===== config.mk =====
export PLATFORM = sky130hd
export DESIGN_NAME = csf_status
export DESIGN_NICKNAME = d
export VERILOG_FILES = /design/src/csf_pkg.sv /design/src/csf_status.sv /design/src/csf_alu_flags.sv
export VERILOG_INCLUDE_DIRS = /design/src /design/src/src
export SDC_FILE = /design/constraint.sdc
export NUM_CORES = 1
export LEC_CHECK = 0
export CAP_MARGIN = 20
export CORE_ASPECT_RATIO = 2
export CORE_MARGIN = 8
export CORE_UTILIZATION = 39
export DETAILED_ROUTE_END_ITERATION = 8
export DONT_BUFFER_PORTS = 1
export GPL_TIMING_DRIVEN = 0
export SETUP_SLACK_MARGIN = 0.5
export SYNTH_ARGS = -nofsm -noshare
export SYNTH_HDL_FRONTEND = slang
export SYNTH_SLANG_ARGS = --single-unit

===== constraint.sdc =====
create_clock -name clk_i -period 1.05 [get_ports clk_i]
set_input_delay 0.0525 -clock clk_i [delete_from_list [all_inputs] [get_ports clk_i]]
set_output_delay 0.0525 -clock clk_i [all_outputs]
set_load 0.05 [all_outputs]

===== src/csf_params.svh =====
`ifndef CSF_PARAMS_SVH
`define CSF_PARAMS_SVH

// ****************************************************************
// register map (byte addresses on the plain register port)
// ****************************************************************
`define CSF_ADDR_W 4
`define CSF_DATA_W 16
`define CSF_OFF_STATUS 4'h0
`define CSF_OFF_ISTAT 4'h2
`define CSF_OFF_IMASK 4'h4

// ****************************************************************
// status word field positions
// ****************************************************************
`define CSF_B_OA 15
`define CSF_B_OB 14
`define CSF_B_SA 13
`define CSF_B_SB 12
`define CSF_B_OAB 11
`define CSF_B_SAB 10
`define CSF_B_DA 9
`define CSF_B_DC 8
`define CSF_B_IPL_HI 7
`define CSF_B_IPL_LO 5
`define CSF_B_RA 4
`define CSF_B_N 3
`define CSF_B_OV 2
`define CSF_B_Z 1
`define CSF_B_C 0

// ****************************************************************
// reset values and sizes
// ****************************************************************
`define CSF_STATUS_RST 16'h0000
`define CSF_IRQ_N 4
`define CSF_IRQ_RST 4'h0
`define CSF_IPL_RST 3'h0
`define CSF_IPL_MAX 3'h7

`endif


===== src/csf_pkg.sv =====
// ****************************************************************
// shared types of the status flag block
// ****************************************************************
package csf_pkg;

  // one status word
  typedef logic [15:0] csf_word_t;

  // interrupt event slots in the event status register
  typedef enum logic [1:0] {
    csf_evt_clip_a = 2'h0,
    csf_evt_clip_b = 2'h1,
    csf_evt_wrap = 2'h2,
    csf_evt_signed = 2'h3
  } csf_evt_t;

endpackage : csf_pkg


===== src/csf_status.sv =====
`timescale 1ns/1ps
`default_nettype none
`include "csf_params.svh"

// Overview of operation
// - separate overflow flag per accumulator, last result
// - accumulator a saturation flag stays set
// - accumulator b saturation flag stays set
// - combined overflow is or of both, clearable
// - combined saturation is or of both, clearable
// - writes set saturation flags, zero combined clears
// - do loop indicator follows loop, read only
// - digit carry out of bit three or seven
// - low priority bits joined with top bit
// - low priority bits locked while nesting blocked
// - repeat indicator follows repeat loop, read only
// - zero flag only changed by zero affecting ops and status word writes
// - signed overflow on sign flipping magnitude overflow
module csf_status (
  input wire logic clk_i,
  input wire logic rst_i,
  // register port
  input wire logic [3:0] addr_i,
  input wire logic [15:0] wdata_i,
  input wire logic wr_i,
  input wire logic rd_i,
  output logic [15:0] rdata_o,
  // accumulator results
  input wire logic acc_a_upd_i,
  input wire logic acc_a_ovf_i,
  input wire logic acc_a_sat_i,
  input wire logic acc_b_upd_i,
  input wire logic acc_b_ovf_i,
  input wire logic acc_b_sat_i,
  // loop state from the sequencer
  input wire logic loop_block_running_i,
  input wire logic repeat_running_i,
  // alu operation
  input wire logic alu_upd_i,
  input wire logic alu_z_aff_i,
  input wire logic alu_byte_i,
  input wire logic alu_sub_i,
  input wire logic alu_cin_i,
  input wire logic [15:0] alu_opa_i,
  input wire logic [15:0] alu_opb_i,
  // priority control from the core and interrupt control words
  input wire logic cpu_priority_top_bit_i,
  input wire logic nesting_block_bit_i,
  // results
  output logic [15:0] cpu_status_word_o,
  output logic [3:0] cpu_priority_o,
  output logic user_irq_block_o,
  output logic irq_o
);

  // ****************************************************************
  // decode and flag storage
  // ****************************************************************

  // address match, used by every register strobe
  function automatic logic csf_hit(input logic [3:0] a, input logic [3:0] o);
    csf_hit = (a == o);
  endfunction : csf_hit

  logic st_wr; // software write of the status word
  logic st_rd; // software read of the status word
  logic is_rd; // read of the event status register
  logic mk_wr; // write of the mask register

  logic acc_a_wrap_flag_q; // accumulator a overflow
  logic acc_b_wrap_flag_q; // accumulator b overflow
  logic acc_a_clip_sticky_q; // accumulator a saturated
  logic acc_b_clip_sticky_q; // accumulator b saturated
  logic loop_block_running_q; // do loop active
  logic nibble_carry_flag_q; // digit carry
  logic [2:0] cpu_priority_low_bits_q; // low priority bits
  logic repeat_running_q; // repeat active
  logic neg_flag_q; // negative
  logic signed_range_exceeded_flag_q; // signed overflow
  logic zero_flag_q; // zero
  logic carry_flag_q; // carry
  logic either_acc_wrap_flag; // combined overflow
  logic either_acc_clip_flag; // combined saturation

  logic [3:0] evt_stat_q; // sticky event bits
  logic [3:0] evt_mask_q; // event enables
  logic [3:0] evt_set; // events of this cycle
  logic [15:0] rdata_q; // read data register

  logic alu_c; // carry from the flag unit
  logic alu_dc; // digit carry from the flag unit
  logic alu_ov; // signed overflow from the flag unit
  logic alu_n; // negative from the flag unit
  logic alu_z; // zero result from the flag unit

  assign st_wr = wr_i && csf_hit(addr_i, `CSF_OFF_STATUS);
  assign st_rd = rd_i && csf_hit(addr_i, `CSF_OFF_STATUS);
  assign is_rd = rd_i && csf_hit(addr_i, `CSF_OFF_ISTAT);
  assign mk_wr = wr_i && csf_hit(addr_i, `CSF_OFF_IMASK);

  // ****************************************************************
  // alu result flags
  // ****************************************************************

  // flag computation for the current operation
  csf_alu_flags u_alu_flags (
    .opa_i(alu_opa_i),
    .opb_i(alu_opb_i),
    .carry_in_i(alu_cin_i),
    .sub_i(alu_sub_i),
    .byte_i(alu_byte_i),
    .carry_o(alu_c),
    .nibble_carry_o(alu_dc),
    .signed_ovf_o(alu_ov),
    .neg_o(alu_n),
    .zero_o(alu_z)
  );

  // carry, digit carry, negative and signed overflow per operation
  always_ff @(posedge clk_i or posedge rst_i) begin
    if (rst_i) begin
      carry_flag_q <= 1'b0;
      nibble_carry_flag_q <= 1'b0;
      neg_flag_q <= 1'b0;
      signed_range_exceeded_flag_q <= 1'b0;
    end else if (alu_upd_i) begin
      // operation result wins over a write in the same cycle
      carry_flag_q <= alu_c;
      nibble_carry_flag_q <= alu_dc;
      neg_flag_q <= alu_n;
      signed_range_exceeded_flag_q <= alu_ov;
    end else if (st_wr) begin
      carry_flag_q <= wdata_i[`CSF_B_C];
      nibble_carry_flag_q <= wdata_i[`CSF_B_DC];
      neg_flag_q <= wdata_i[`CSF_B_N];
      signed_range_exceeded_flag_q <= wdata_i[`CSF_B_OV];
    end
  end

  // zero flag only moves on operations that affect it and on status word writes
  always_ff @(posedge clk_i or posedge rst_i) begin
    if (rst_i) begin
      zero_flag_q <= 1'b0;
    end else if (alu_upd_i && alu_z_aff_i) begin
      zero_flag_q <= alu_z;
    end else if (st_wr) begin
      zero_flag_q <= wdata_i[`CSF_B_Z];
    end
  end

  // ****************************************************************
  // accumulator flags
  // ****************************************************************

  // overflow flags follow the latest result of each accumulator
  always_ff @(posedge clk_i or posedge rst_i) begin
    if (rst_i) begin
      acc_a_wrap_flag_q <= 1'b0;
      acc_b_wrap_flag_q <= 1'b0;
    end else begin
      if (acc_a_upd_i) begin
        acc_a_wrap_flag_q <= acc_a_ovf_i;
      end else if (st_wr) begin
        // zero in the combined bit clears, else plain write
        acc_a_wrap_flag_q <= wdata_i[`CSF_B_OA] & wdata_i[`CSF_B_OAB];
      end
      if (acc_b_upd_i) begin
        acc_b_wrap_flag_q <= acc_b_ovf_i;
      end else if (st_wr) begin
        acc_b_wrap_flag_q <= wdata_i[`CSF_B_OB] & wdata_i[`CSF_B_OAB];
      end
    end
  end

  // sticky saturation: a saturation event wins over any write
  always_ff @(posedge clk_i or posedge rst_i) begin
    if (rst_i) begin
      acc_a_clip_sticky_q <= 1'b0;
      acc_b_clip_sticky_q <= 1'b0;
    end else begin
      if (acc_a_sat_i) begin
        acc_a_clip_sticky_q <= 1'b1;
      end else if (st_wr) begin
        // direct write, or clear through the combined bit
        acc_a_clip_sticky_q <= wdata_i[`CSF_B_SA] & wdata_i[`CSF_B_SAB];
      end
      if (acc_b_sat_i) begin
        acc_b_clip_sticky_q <= 1'b1;
      end else if (st_wr) begin
        acc_b_clip_sticky_q <= wdata_i[`CSF_B_SB] & wdata_i[`CSF_B_SAB];
      end
    end
  end

  // combined flags are kept equal to the or of their parts
  assign either_acc_wrap_flag = acc_a_wrap_flag_q |
                                acc_b_wrap_flag_q;
  assign either_acc_clip_flag = acc_a_clip_sticky_q |
                                acc_b_clip_sticky_q;

  // ****************************************************************
  // loop indicators and priority level
  // ****************************************************************

  // read only loop indicators, writes are ignored
  always_ff @(posedge clk_i or posedge rst_i) begin
    if (rst_i) begin
      loop_block_running_q <= 1'b0;
      repeat_running_q <= 1'b0;
    end else begin
      loop_block_running_q <= loop_block_running_i;
      repeat_running_q <= repeat_running_i;
    end
  end

  // low priority bits, writable unless nesting is blocked
  always_ff @(posedge clk_i or posedge rst_i) begin
    if (rst_i) begin
      cpu_priority_low_bits_q <= `CSF_IPL_RST;
    end else if (st_wr && !nesting_block_bit_i) begin
      cpu_priority_low_bits_q <= wdata_i[`CSF_B_IPL_HI:`CSF_B_IPL_LO];
    end
  end

  // full level and the user interrupt block
  assign cpu_priority_o = {cpu_priority_top_bit_i,
                           cpu_priority_low_bits_q};
  assign user_irq_block_o = cpu_priority_top_bit_i ||
                            (cpu_priority_low_bits_q == `CSF_IPL_MAX);

  // status word image, every bit straight from a flop except the two combined flags, which are ors of flops
  assign cpu_status_word_o = {acc_a_wrap_flag_q, acc_b_wrap_flag_q,
                              acc_a_clip_sticky_q, acc_b_clip_sticky_q,
                              either_acc_wrap_flag, either_acc_clip_flag,
                              loop_block_running_q, nibble_carry_flag_q,
                              cpu_priority_low_bits_q, repeat_running_q,
                              neg_flag_q, signed_range_exceeded_flag_q,
                              zero_flag_q, carry_flag_q};

  // ****************************************************************
  // interrupt events
  // ****************************************************************

  // events of this cycle in event slot order
  always_comb begin
    evt_set = `CSF_IRQ_RST;
    evt_set[csf_pkg::csf_evt_clip_a] = acc_a_sat_i;
    evt_set[csf_pkg::csf_evt_clip_b] = acc_b_sat_i;
    evt_set[csf_pkg::csf_evt_wrap] = (acc_a_upd_i && acc_a_ovf_i) ||
                                     (acc_b_upd_i && acc_b_ovf_i);
    evt_set[csf_pkg::csf_evt_signed] = alu_upd_i && alu_ov;
  end

  // sticky bits, cleared by reading, a new event wins over the read
  for (genvar gi = 0; gi < `CSF_IRQ_N; gi++) begin : g_evt
    always_ff @(posedge clk_i or posedge rst_i) begin
      if (rst_i) begin
        evt_stat_q[gi] <= 1'b0;
      end else if (evt_set[gi]) begin
        evt_stat_q[gi] <= 1'b1;
      end else if (is_rd) begin
        evt_stat_q[gi] <= 1'b0;
      end
    end
  end

  // mask register
  always_ff @(posedge clk_i or posedge rst_i) begin
    if (rst_i) begin
      evt_mask_q <= `CSF_IRQ_RST;
    end else if (mk_wr) begin
      evt_mask_q <= wdata_i[3:0];
    end
  end

  // level interrupt while any enabled event is pending
  assign irq_o = |(evt_stat_q & evt_mask_q);

  // ****************************************************************
  // read port
  // ****************************************************************

  // read data stand in the cycle after the strobe only
  always_ff @(posedge clk_i or posedge rst_i) begin
    if (rst_i) begin
      rdata_q <= `CSF_STATUS_RST;
    end else if (st_rd) begin
      rdata_q <= cpu_status_word_o;
    end else if (is_rd) begin
      rdata_q <= {12'h000, evt_stat_q};
    end else if (rd_i && csf_hit(addr_i, `CSF_OFF_IMASK)) begin
      rdata_q <= {12'h000, evt_mask_q};
    end else begin
      // unmapped reads and idle cycles give zero
      rdata_q <= 16'h0000;
    end
  end

  assign rdata_o = rdata_q;
endmodule : csf_status

`default_nettype wire


===== src/csf_alu_flags.sv =====
`timescale 1ns/1ps
`default_nettype none

// ****************************************************************
// result flags of one add or subtract, byte or word sized
// ****************************************************************
module csf_alu_flags (
  input wire logic [15:0] opa_i,
  input wire logic [15:0] opb_i,
  input wire logic carry_in_i,
  input wire logic sub_i,
  input wire logic byte_i,
  output logic carry_o,
  output logic nibble_carry_o,
  output logic signed_ovf_o,
  output logic neg_o,
  output logic zero_o
);

  logic [15:0] opb_eff; // second operand, inverted for subtract
  logic [4:0] sum4; // low nibble sum with carry out
  logic [8:0] sum8; // low byte sum with carry out
  logic [16:0] sum16; // full word sum with carry out
  logic sa; // sign of operand a
  logic sb; // sign of effective operand b
  logic sr; // sign of result

  // subtract is a plus not b plus carry in, carry means no borrow
  always_comb begin
    opb_eff = sub_i ? ~opb_i : opb_i;
    sum4 = {1'b0, opa_i[3:0]} + {1'b0, opb_eff[3:0]} + {4'h0, carry_in_i};
    sum8 = {1'b0, opa_i[7:0]} + {1'b0, opb_eff[7:0]} + {8'h00, carry_in_i};
    sum16 = {1'b0, opa_i} + {1'b0, opb_eff} + {16'h0000, carry_in_i};
    // byte ops: digit carry from bit 3, word ops: from bit 7
    nibble_carry_o = byte_i ? sum4[4] : sum8[8];
    carry_o = byte_i ? sum8[8] : sum16[16];
    sa = byte_i ? opa_i[7] : opa_i[15];
    sb = byte_i ? opb_eff[7] : opb_eff[15];
    sr = byte_i ? sum8[7] : sum16[15];
    // sign change caused by magnitude overflow
    signed_ovf_o = (sa == sb) && (sr != sa);
    neg_o = sr;
    zero_o = byte_i ? (sum8[7:0] == 8'h00) : (sum16[15:0] == 16'h0000);
  end

endmodule : csf_alu_flags

`default_nettype wire


* Yosys cells after proc, flatten, opt, wreduce, memory -nomap -nowiden
Cells that the tools add are included.
** Storage, ports and cells
- Register bits after elaboration :: 38
- Input port bits :: 71
- Output and inout bits :: 38
- Logic and storage cells :: 98
** Operators by class
- $add $sub $neg :: 6
- Equal/unequal tests :: 5
- Muxes and demuxes :: 33
- Bitwise logic cells :: 8
- Reductions and logical operators :: 28
** Operators with widths (count)
- two-way mux 16 bit :: 2
- two-way mux 1 bit :: 29
- nonzero test 2 bit :: 10
- adder 16 x 16 -> 17 bit :: 1
- adder 17 x 1 -> 17 bit :: 1
- logical NOT 16 bit :: 1
- inverter 16 bit :: 1
- logical AND 1 bit :: 11
- adder 8 x 8 -> 9 bit :: 1
- adder 9 x 1 -> 9 bit :: 1
- logical NOT 8 bit :: 1
- two-way mux 4 bit :: 2
- adder 4 x 4 -> 5 bit :: 1
- adder 5 x 1 -> 5 bit :: 1
- AND 1 bit :: 4
- AND 4 bit :: 1
- equality test 4 x 2 -> 1 bit, second input constant :: 1
- equality test 4 x 3 -> 1 bit, second input constant :: 1
- logical NOT 4 bit :: 1
- OR reduction 4 bit :: 1
- equality test 3 bit, second input constant :: 1
- logical OR 1 bit :: 2
- OR 1 bit :: 2
- equality test 1 bit :: 1
- 2 further kinds :: 2

* Logic depth before layout (Yosys ltp)
Gate-level depths: netlist (run 1).
- Word-level depth :: 9
- Depth in mapped cells :: 14
- Mapped depth without buffers :: 12

* By module
A second synthesis (run 1) with hierarchy kept.
** Unflattened totals
- Cell total of the unflattened synthesis :: 315
- Area total of the unflattened synthesis :: 2864.0 um^2
** By module, submodules not included
- csf_status :: times used 1, cells each 153, area an instance 1720.4 um^2, sequential area each 950.9 um^2
- csf_alu_flags :: times used 1, cells each 162, area an instance 1143.6 um^2, sequential area each 0.0 um^2

* Worst setup path before layout (run 1)
No wires, ideal clock.
- Path kind :: input -> register
- From :: input port alu_sub_i
- To :: register zero_flag_q
- Data arrival time :: 3.296 ns
- Required time :: 0.954 ns
- Slack :: -2.341 ns
- Cell stages on the path :: 14
- Path buffers :: 2
- Path through :: clkbuf_1 buf_1 xor2_1 fa_1 inv_1 fa_1 nor2b_1 o31a_1 o31a_1 a21o_4 a2111oi_4 a31oi_1 a2111o_1 o31ai_1
** Between the ends
- Cells in the longest elaborated chain, start to end :: 6
- Elaborated cells between the ends (all ways) :: 9
- Classes of those cells :: add/sub: 4; mux: 3; reduce/logical: 2
** Ends and longest elaborated chain
- start: declaration :: line csf_status.sv:42 : input wire logic alu_sub_i,
- two-way mux 16 bit (*) :: line csf_alu_flags.sv:30 : opb_eff = sub_i ? ~opb_i : opb_i;
- adder 16 x 16 -> 17 bit / adder 8 x 8 -> 9 bit (equally long branches) :: line csf_alu_flags.sv:33, csf_alu_flags.sv:32
- adder 17 x 1 -> 17 bit / adder 9 x 1 -> 9 bit (equally long branches) :: line csf_alu_flags.sv:33, csf_alu_flags.sv:32
- logical NOT 16 bit / logical NOT 8 bit (equally long branches) :: line csf_alu_flags.sv:43 : zero_o = byte_i ? (sum8[7:0] == 8'h00) : (sum16[15:0] == 16'h0000);
- two-way mux 1 bit (*) :: line csf_alu_flags.sv:43
- two-way mux 1 bit (*) :: line csf_status.sv:144 : end else if (alu_upd_i && alu_z_aff_i) begin
- end signal: assignment :: line csf_status.sv:145 : zero_flag_q <= alu_z;
- end signal: assignment :: line csf_status.sv:147 : zero_flag_q <= wdata_i[`CSF_B_Z];
- end: declaration :: line csf_status.sv:80 : logic zero_flag_q;
Every way passes the cells marked *; elsewhere a longest branch is shown, timed or not.
A chain may end at the register's enable or synchronous reset.

* Worst setup path in the final report (run 1)
Ends and elaborated chain as after synthesis.

==> results of run 1 <==
## final cells by class
type / count / area, µm²
fill: 611 / 3010
multi-input combinational: 224 / 2000
sequential: 38 / 981
timing repair buffer: 47 / 463
buffer: 29 / 379
clock buffer: 7 / 133
tap: 92 / 115
inverter: 8 / 46.3
clock inverter: 1 / 30.0
## worst min path at each step
| stage | startpoint | to | slack [ns] | depth (start not counted) |
|---|---|---|---|---|
| after CTS | rst_i | evt_stat_q[3] | -0.19 | 1 |
| after floorplan | rst_i | acc_a_clip_sticky_q | 0.02 | 1 |
| after detailed placement | repeat_running_i | repeat_running_q | 0.08 | 0 |
| after global routing | rst_i | evt_stat_q[1] | -0.16 | 1 |
| final | rst_i | evt_stat_q[2] | -0.22 | 1 |
| after global placement | loop_block_running_i | loop_block_running_q | 0.08 | 0 |
## cells in the mapped netlist, types with 3 or more instances
cell | n | share of area
a21oi_1 | 12 | 0.021
nor3b_1 | 5 | 0.013
nor3_1 | 4 | 0.0070
a31oi_1 | 3 | 0.0066
clkbuf_1 | 5 | 0.0066
ha_1 | 16 | 0.070
inv_1 | 8 | 0.011
mux2i_1 | 10 | 0.035
xor2_1 | 18 | 0.055
nand2_1 | 24 | 0.032
dfrtp_1 | 38 | 0.33
mux2_2 | 9 | 0.036
a211o_1 | 5 | 0.015
or2_2 | 4 | 0.0088
nand2b_1 | 3 | 0.0066
nor2_1 | 16 | 0.021
and2_1 | 11 | 0.024
o21ai_0 | 17 | 0.030
o21a_1 | 4 | 0.011
nand3_1 | 9 | 0.016
o211ai_1 | 6 | 0.016
a21o_1 | 9 | 0.024
buf_4 | 19 | 0.050
## per-layer routing
metal  global-route usage  wire [µm]  part of all wire
met5                    0          0                 0
met3               0.0717        790             0.096
met1                0.159       3260              0.40
met4               0.0356         90             0.011
met2                0.252       4100              0.50
## flip-flops by register name (all words and copies together) (netlist names), 3 cells and up
| register | flops |
|---|---|
| rdata_o | 16 |
| evt_stat_q | 4 |
| cpu_priority_low_bits_q | 3 |
| evt_mask_q | 4 |
## critical path, delay by kind of cell
family,cells,cell delay (ns)
fa+ha+maj,2,0.56
compound gates,6,1.42
xor+xnor,1,0.14
simple gates,1,0.05
mux,1,0.33
buf+inv,3,0.33
## power groups by stage
stage               combinational (µW)  sequential, µW  clock [µW]
global route                      2640            1900        1750
finish                            2460            1880        1670
detailed placement                1880            1900           0
floorplan                         1640            1850           0
CTS                               2230            1870        1690
global placement                  1840            1890           0
## logic make-up after synthesis
family	count (synthesis)
multiplexers	19
AO/OA/AOI/OAI	81
flip-flops	38
AND/OR/NAND/NOR	87
XOR/XNOR	19
buffers and inverters	37
adder cells (fa/ha/maj)	18
## stage by stage
stage | utilization | std cells | setup TNS (ns) | total power (µW)
floorplan | - | 299 | -9.15 | 3500
global placement | 0.456 | 391 | -11.64 | 3730
detailed placement | 0.456 | 391 | -12.28 | 3780
CTS | 0.546 | 433 | -9.20 | 5790
global route | 0.580 | 446 | -10.11 | 6290
finish | 0.580 | 446 | -9.31 | 6010
## repair_timing
item                                   in CTS  in global routing
pin swaps                                  33                 25
gates cloned                                1                  0
endpoints found under the hold margin      60                 56
setup buffers                              30                 13
gates resized for setup                    48                 30
setup endpoints to repair                  73                 73
## layout by cell type, fill, tap and decap left out, drive strengths merged, types with 11 or more instances in the layout
cell type | netlist | final
xor2 | 18 | 18
a21o | 11 | 11
ha | 16 | 16
nor2 | 16 | 16
dfrtp | 38 | 38
a21oi | 14 | 14
buf | 23 | 66
and2 | 11 | 11
nand2 | 24 | 24
o21ai | 18 | 18
clkbuf | 5 | 13
==> run_results.csv, run 1 <==
group,metric,value,unit
die,start_util,0.398,
placement,port-buffer-count,0,
sta,layout_setup_ws,-1.68,ns
critical_path,r2r_setup_slack,0.01,ns
hold_path,hp-class,"in -> async",
logic_synthesis,synth-simple-area-share,0.160,
final_layout,drive_above_1_share,0.469,
sta,finalClockSkew,0.00545,ns
routing,drc,0,
cts,worstSkewPairLatency,0.28,ns
cts,cts_buffer_depth,2,
placement,gp_congestion,0.800,
power_and_ir_drop,seq_power_share,0.313,
power_and_ir_drop,comb_power_share,0.410,
die,dieHeight,137,µm
cts,cts-htree-levels,2,
logic_synthesis,synth.avg_cell_area,9.52,µm²
logic_synthesis,ys_seq_elements,38,
critical_path,crit_type,"in -> reg",
grt,grt_use_total,0.147,
cts,cts_hold_buffers,3,
critical_path,critical_path.max_stage_delay,0.39,ns
routing,firstDrtPassIters,4,
critical_path,endpoint_kind,"flop",
placement,pre_cts_ws,-2.21,ns
grt,first_global_vias,2582,
sta,slew_headroom,0.468,
sta,setup_viol,14,
cts,cts_root_buf,"clkbuf_16",
sta,fin_crit,2.73,ns
final_layout,nets,442,
die,core-area,7160,µm²
logic_synthesis,synth_cell_types,56,
final_layout,fin_area,4150,µm²
logic_synthesis,synthCells,299,
logic_synthesis,synth_top_family_by_area,"compound AO/OA/AOI/OAI gates",
sta,rsz0062_at_grt,"true",
power_and_ir_drop,p_sw,2100,µW
cts,cts_tree,"yes",
sta,max_freq,367,MHz
routing,vias_per_cell,5.54,
die,fp-row-count,44,
logic_synthesis,seq_area_frac_synth,0.334,
power_and_ir_drop,switching_share,0.349,
run_status,outcome,"finished, violations left",
sta,post-route-period-util,2.60,
run_status,violations,"negative hold slack, negative setup slack",
routing,dr.first_iter.drc_count,88,
critical_path,crit_chain,"clkbuf_16 -> buf_12 -> xor2_2 -> fa_2 -> inv_2 -> fa_2 -> nor2b_2 -> o31a_1 -> o31a_1 -> a221oi_4 -> mux2_4 -> a22o_1 -> a32oi_2 -> o31ai_2",
logic_synthesis,synth_xor_area_frac,0.0584,
power_and_ir_drop,clock_power_share,0.277,
sta,worst_pin_slew,0.796,ns
power_and_ir_drop,ir_drop,1.16,mV
routing,wl,8240,µm
critical_path,crit_fanout,7,
placement,dpl_cell_area,3260,µm²
logic_synthesis,synthFlopType,"dfrtp_1",
die,die_x,76.4,µm
die,dieArea,10500,µm²
sta,finalHoldViolations,58,
routing,postRouteAntennaNets,0,
logic_synthesis,syn_area,2850,µm²
cts,clkSlewWorstSetupHoldPaths,0.06,ns
grt,grt_max_degree,39,
final_layout,diodes,0,
logic_synthesis,synthAdderAreaFrac,0.0844,
power_and_ir_drop,power_density,1450,nW/µm²
sta,whs,-0.217,ns
placement,post-dp-hpwl,5850,µm
critical_path,reg2regPathDepth,3,
power_and_ir_drop,internal_power,3920,µW
grt,antenna_found_initial,0,
grt,grt_pass1_wl,12500,µm
logic_synthesis,synth-edff-count,0,
die,ios,109,
routing,via_count,2469,
flow_run,cap_viol_max_count,0,
critical_path,startpoint,"alu_sub_i",
logic_synthesis,synthMuxAreaShare,0.0707,
critical_path,cp_data_arrival_time,2.89,ns
logic_synthesis,yosys_warnings,0,
logic_synthesis,async_flop_share,1.00,
critical_path,timing.rr.end,"carry_flag_q",
critical_path,worstPathRequired,1.21,ns
critical_path,cp-start-kind,"primary input",
critical_path,r2r-start,"carry_flag_q",
logic_synthesis,synth-compound-area-share,0.210,
cts,cts_buffers,5,
routing,routedWlPerCell,18.5,µm
sta,slew_violations,0,
critical_path,endpoint,"zero_flag_q",
logic_synthesis,synth_fp_nets,388,
final_layout,syn2layout_area_growth,45.7,%
power_and_ir_drop,leakagePower,0.00182,µW
critical_path,critPathSlowestCell,"o31a_1",
grt,grt-ovfl-total,0,
cts,cts_sinks,38,
Power figures use the tool's default switching activity.
==> run 2, diff against run 1 <==
- SYNTH_HIERARCHICAL: default -> 1
==> run 2 against run 1 <==
Against the previous run: the flow still finishes with violations (negative hold slack, negative setup slack); clock power fell by 8%; cell area fell by 1.8%; synthesized cell count rose by 5.4%; global-route usage rose by 2.5 points; area after synthesis rose by 0.57%; count of clock-buffer cells in the layout fell by 1; sequential power barely moved; register-to-register slack barely moved; flip-flop and latch count did not move; critical path depth rose by 2; largest cell class unchanged; highest routed layer unchanged.
==> run_results.csv, run 2 <==
group,metric,value,unit
grt,grt_pass1_wl,14200,µm
critical_path,r2r-start,"acc_b_wrap_flag_q",
final_layout,final_common_cell,"buf_4",
hold_path,hp-class,"in -> async",
sta,setup_tns,-8.46,ns
logic_synthesis,ys_seq_elements,38,
sta,rsz0062_at_grt,"true",
logic_synthesis,synth_cell_types,59,
cts,cts_root_buf,"clkbuf_16",
cts,cts_hold_buffers,2,
logic_synthesis,yosys_warnings,6,
critical_path,worstPathRequired,1.26,ns
logic_synthesis,synth.avg_cell_area,9.09,µm²
cts,cts_sinks,38,
critical_path,cp_data_arrival_time,2.67,ns
placement,pre_cts_ws,-2.10,ns
power_and_ir_drop,power_density,1440,nW/µm²
logic_synthesis,yosysTopAreaCell,"dfrtp_1",
final_layout,fill_cells,626,
grt,antenna_found_initial,0,
grt,grt-ovfl-total,0,
routing,dr.first_iter.drc_count,115,
final_layout,seqCellArea,983,µm²
die,ios,109,
final_layout,largest_reg_flops,16,
logic_synthesis,synth_most_common_cell,"dfrtp_1",
final_layout,fin_area,4070,µm²
power_and_ir_drop,ir_drop,0.644,mV
grt,grt_max_degree,39,
critical_path,r2r_setup_slack,0.01,ns
logic_synthesis,synthFlopType,"dfrtp_1",
cts,cts_tree,"yes",
sta,worst_pin_slew,0.820,ns
sta,max_freq,407,MHz
routing,vias_per_cell,5.68,
die,fp-row-count,44,
die,dieArea,10500,µm²
critical_path,endpoint_kind,"flop",
run_status,violations,"negative hold slack, negative setup slack",
die,die_x,76.6,µm
routing,firstDrtPassIters,4,
critical_path,cp-start-kind,"primary input",
final_layout,post_layout_nonfiller_instances,451,
routing,drc,0,
logic_synthesis,synth_fp_nets,403,
sta,finalClockSkew,0.00295,ns
final_layout,syn2layout_area_growth,42.2,%
power_and_ir_drop,leakagePower,0.00176,µW
sta,post-route-period-util,2.34,
routing,wl,9000,µm
cts,worstSkewPairLatency,0.29,ns
sta,slew_headroom,0.452,
final_layout,diodes,0,
placement,gp_congestion,0.918,
final_layout,layout_common_cells,"22 x buf_4, 21 x buf_6, 19 x nand2_1",
placement,dpl_cell_area,3250,µm²
routing,routedWlPerCell,20.0,µm
placement,post-dp-hpwl,6930,µm
final_layout,drive_above_1_share,0.471,
routing,via_count,2562,
run_status,outcome,"finished, violations left",
critical_path,reg2regPathDepth,3,
sta,whs,-0.218,ns
cts,cts-htree-levels,2,
routing,postRouteAntennaNets,0,
critical_path,crit_fanout,6,
cts,cts_buffer_depth,2,
final_layout,nets,446,
logic_synthesis,netlist_top_cells_count,"38 x dfrtp_1, 23 x nand2_1, 23 x o21ai_0",
grt,grt_use_total,0.172,
cts,cts_buffers,5,
critical_path,crit_type,"in -> reg",
logic_synthesis,synth_area_leaders,"dfrtp_1 33%, ha_1 6.6%, xor2_1 5.8%",
sta,slew_violations,0,
flow_run,cap_viol_max_count,0,
sta,setup_viol,20,
logic_synthesis,syn_area,2860,µm²
placement,port-buffer-count,0,
die,start_util,0.397,
die,dieHeight,137,µm
logic_synthesis,synth_top_area_share,0.332,
grt,first_global_vias,2815,
sta,layout_setup_ws,-1.41,ns
logic_synthesis,async_flop_share,1.00,
placement,dp_cells,407,
logic_synthesis,seq_area_frac_synth,0.332,
cts,clkSlewWorstSetupHoldPaths,0.06,ns
sta,finalHoldViolations,60,
sta,fin_crit,2.46,ns
final_layout,multi_input_area,2080,µm²
die,core-area,7210,µm²
logic_synthesis,synth-edff-count,0,
logic_synthesis,synthCells,315,
critical_path,timing.rr.end,"acc_b_wrap_flag_q",
run 2: final cells by class:
class	instances	share of cell area
flip-flops and latches	38	0.241
repair buffers	36	0.0817
clock inverters	2	0.00307
plain buffers	30	0.0851
well taps	92	0.0283
clock buffers	6	0.0341
inverters	16	0.0157
multi-input cells	231	0.511
run 2: report_power, final:
part           switching [µW]  internal [µW]
Combinational            1350           1120
Sequential                264           1610
Clock                     592            939
run 2: per-layer routing:
layer | track usage | part of all wire
met2 | 0.350 | 0.59
met3 | 0.0536 | 0.066
met1 | 0.136 | 0.31
met4 | 0.103 | 0.041
met5 | 0 | 0
run 2: stage by stage:
stage           util  total power (µW)  hold slack [ns]
2_1_floorplan      -              3500           0.0179
3_3_place_gp   0.451              3810           0.0840
3_5_place_dp   0.451              3830           0.0840
4_1_cts        0.537              5770           -0.198
5_1_grt        0.565              6170           -0.157
6_report       0.565              5880           -0.218
run 2: cells by family (layout without fill, tap and decap cells):
logic type | count (synthesis) | in the layout | synth area share
AO/OA/AOI/OAI | 87 | 87 | 0.207
XOR/XNOR | 24 | 24 | 0.0734
adder cells (fa/ha/maj) | 17 | 17 | 0.0795
buffers and inverters | 46 | 90 | 0.0848
flip-flops | 38 | 38 | 0.332
multiplexers | 11 | 11 | 0.0463
AND/OR/NAND/NOR | 92 | 92 | 0.177
run 2: worst max path at each step:
stage                          from           to  cells after the start
final                     alu_sub_i  zero_flag_q                     16
after global routing      alu_sub_i  zero_flag_q                     16
after CTS                 alu_sub_i  zero_flag_q                     16
after detailed placement  alu_sub_i  zero_flag_q                     16
after global placement    alu_sub_i  zero_flag_q                     16
after floorplan           alu_sub_i  zero_flag_q                     16
run 2: critical path, stage by stage:
cell       delay [ns]
clkbuf_16        0.14
clkbuf_16        0.16
xor2_2           0.15
fa_2             0.37
inv_2            0.07
fa_2             0.22
nor2b_4          0.05
o2111ai_4        0.19
a21oi_2          0.08
nor2b_2          0.15
mux2_4           0.32
nor4b_4          0.21
a41oi_1          0.14
nor3_1           0.18
nor2_1           0.06
a21oi_1          0.12
run 2: repair_timing:
action                                  4_1_cts  5_1_grt
gates resized for setup                      68       31
cloned                                        0        0
pin swaps                                    32       13
setup buffers                                27        7
endpoints found under the hold margin        63       55
endpoints found under the setup margin       73       73
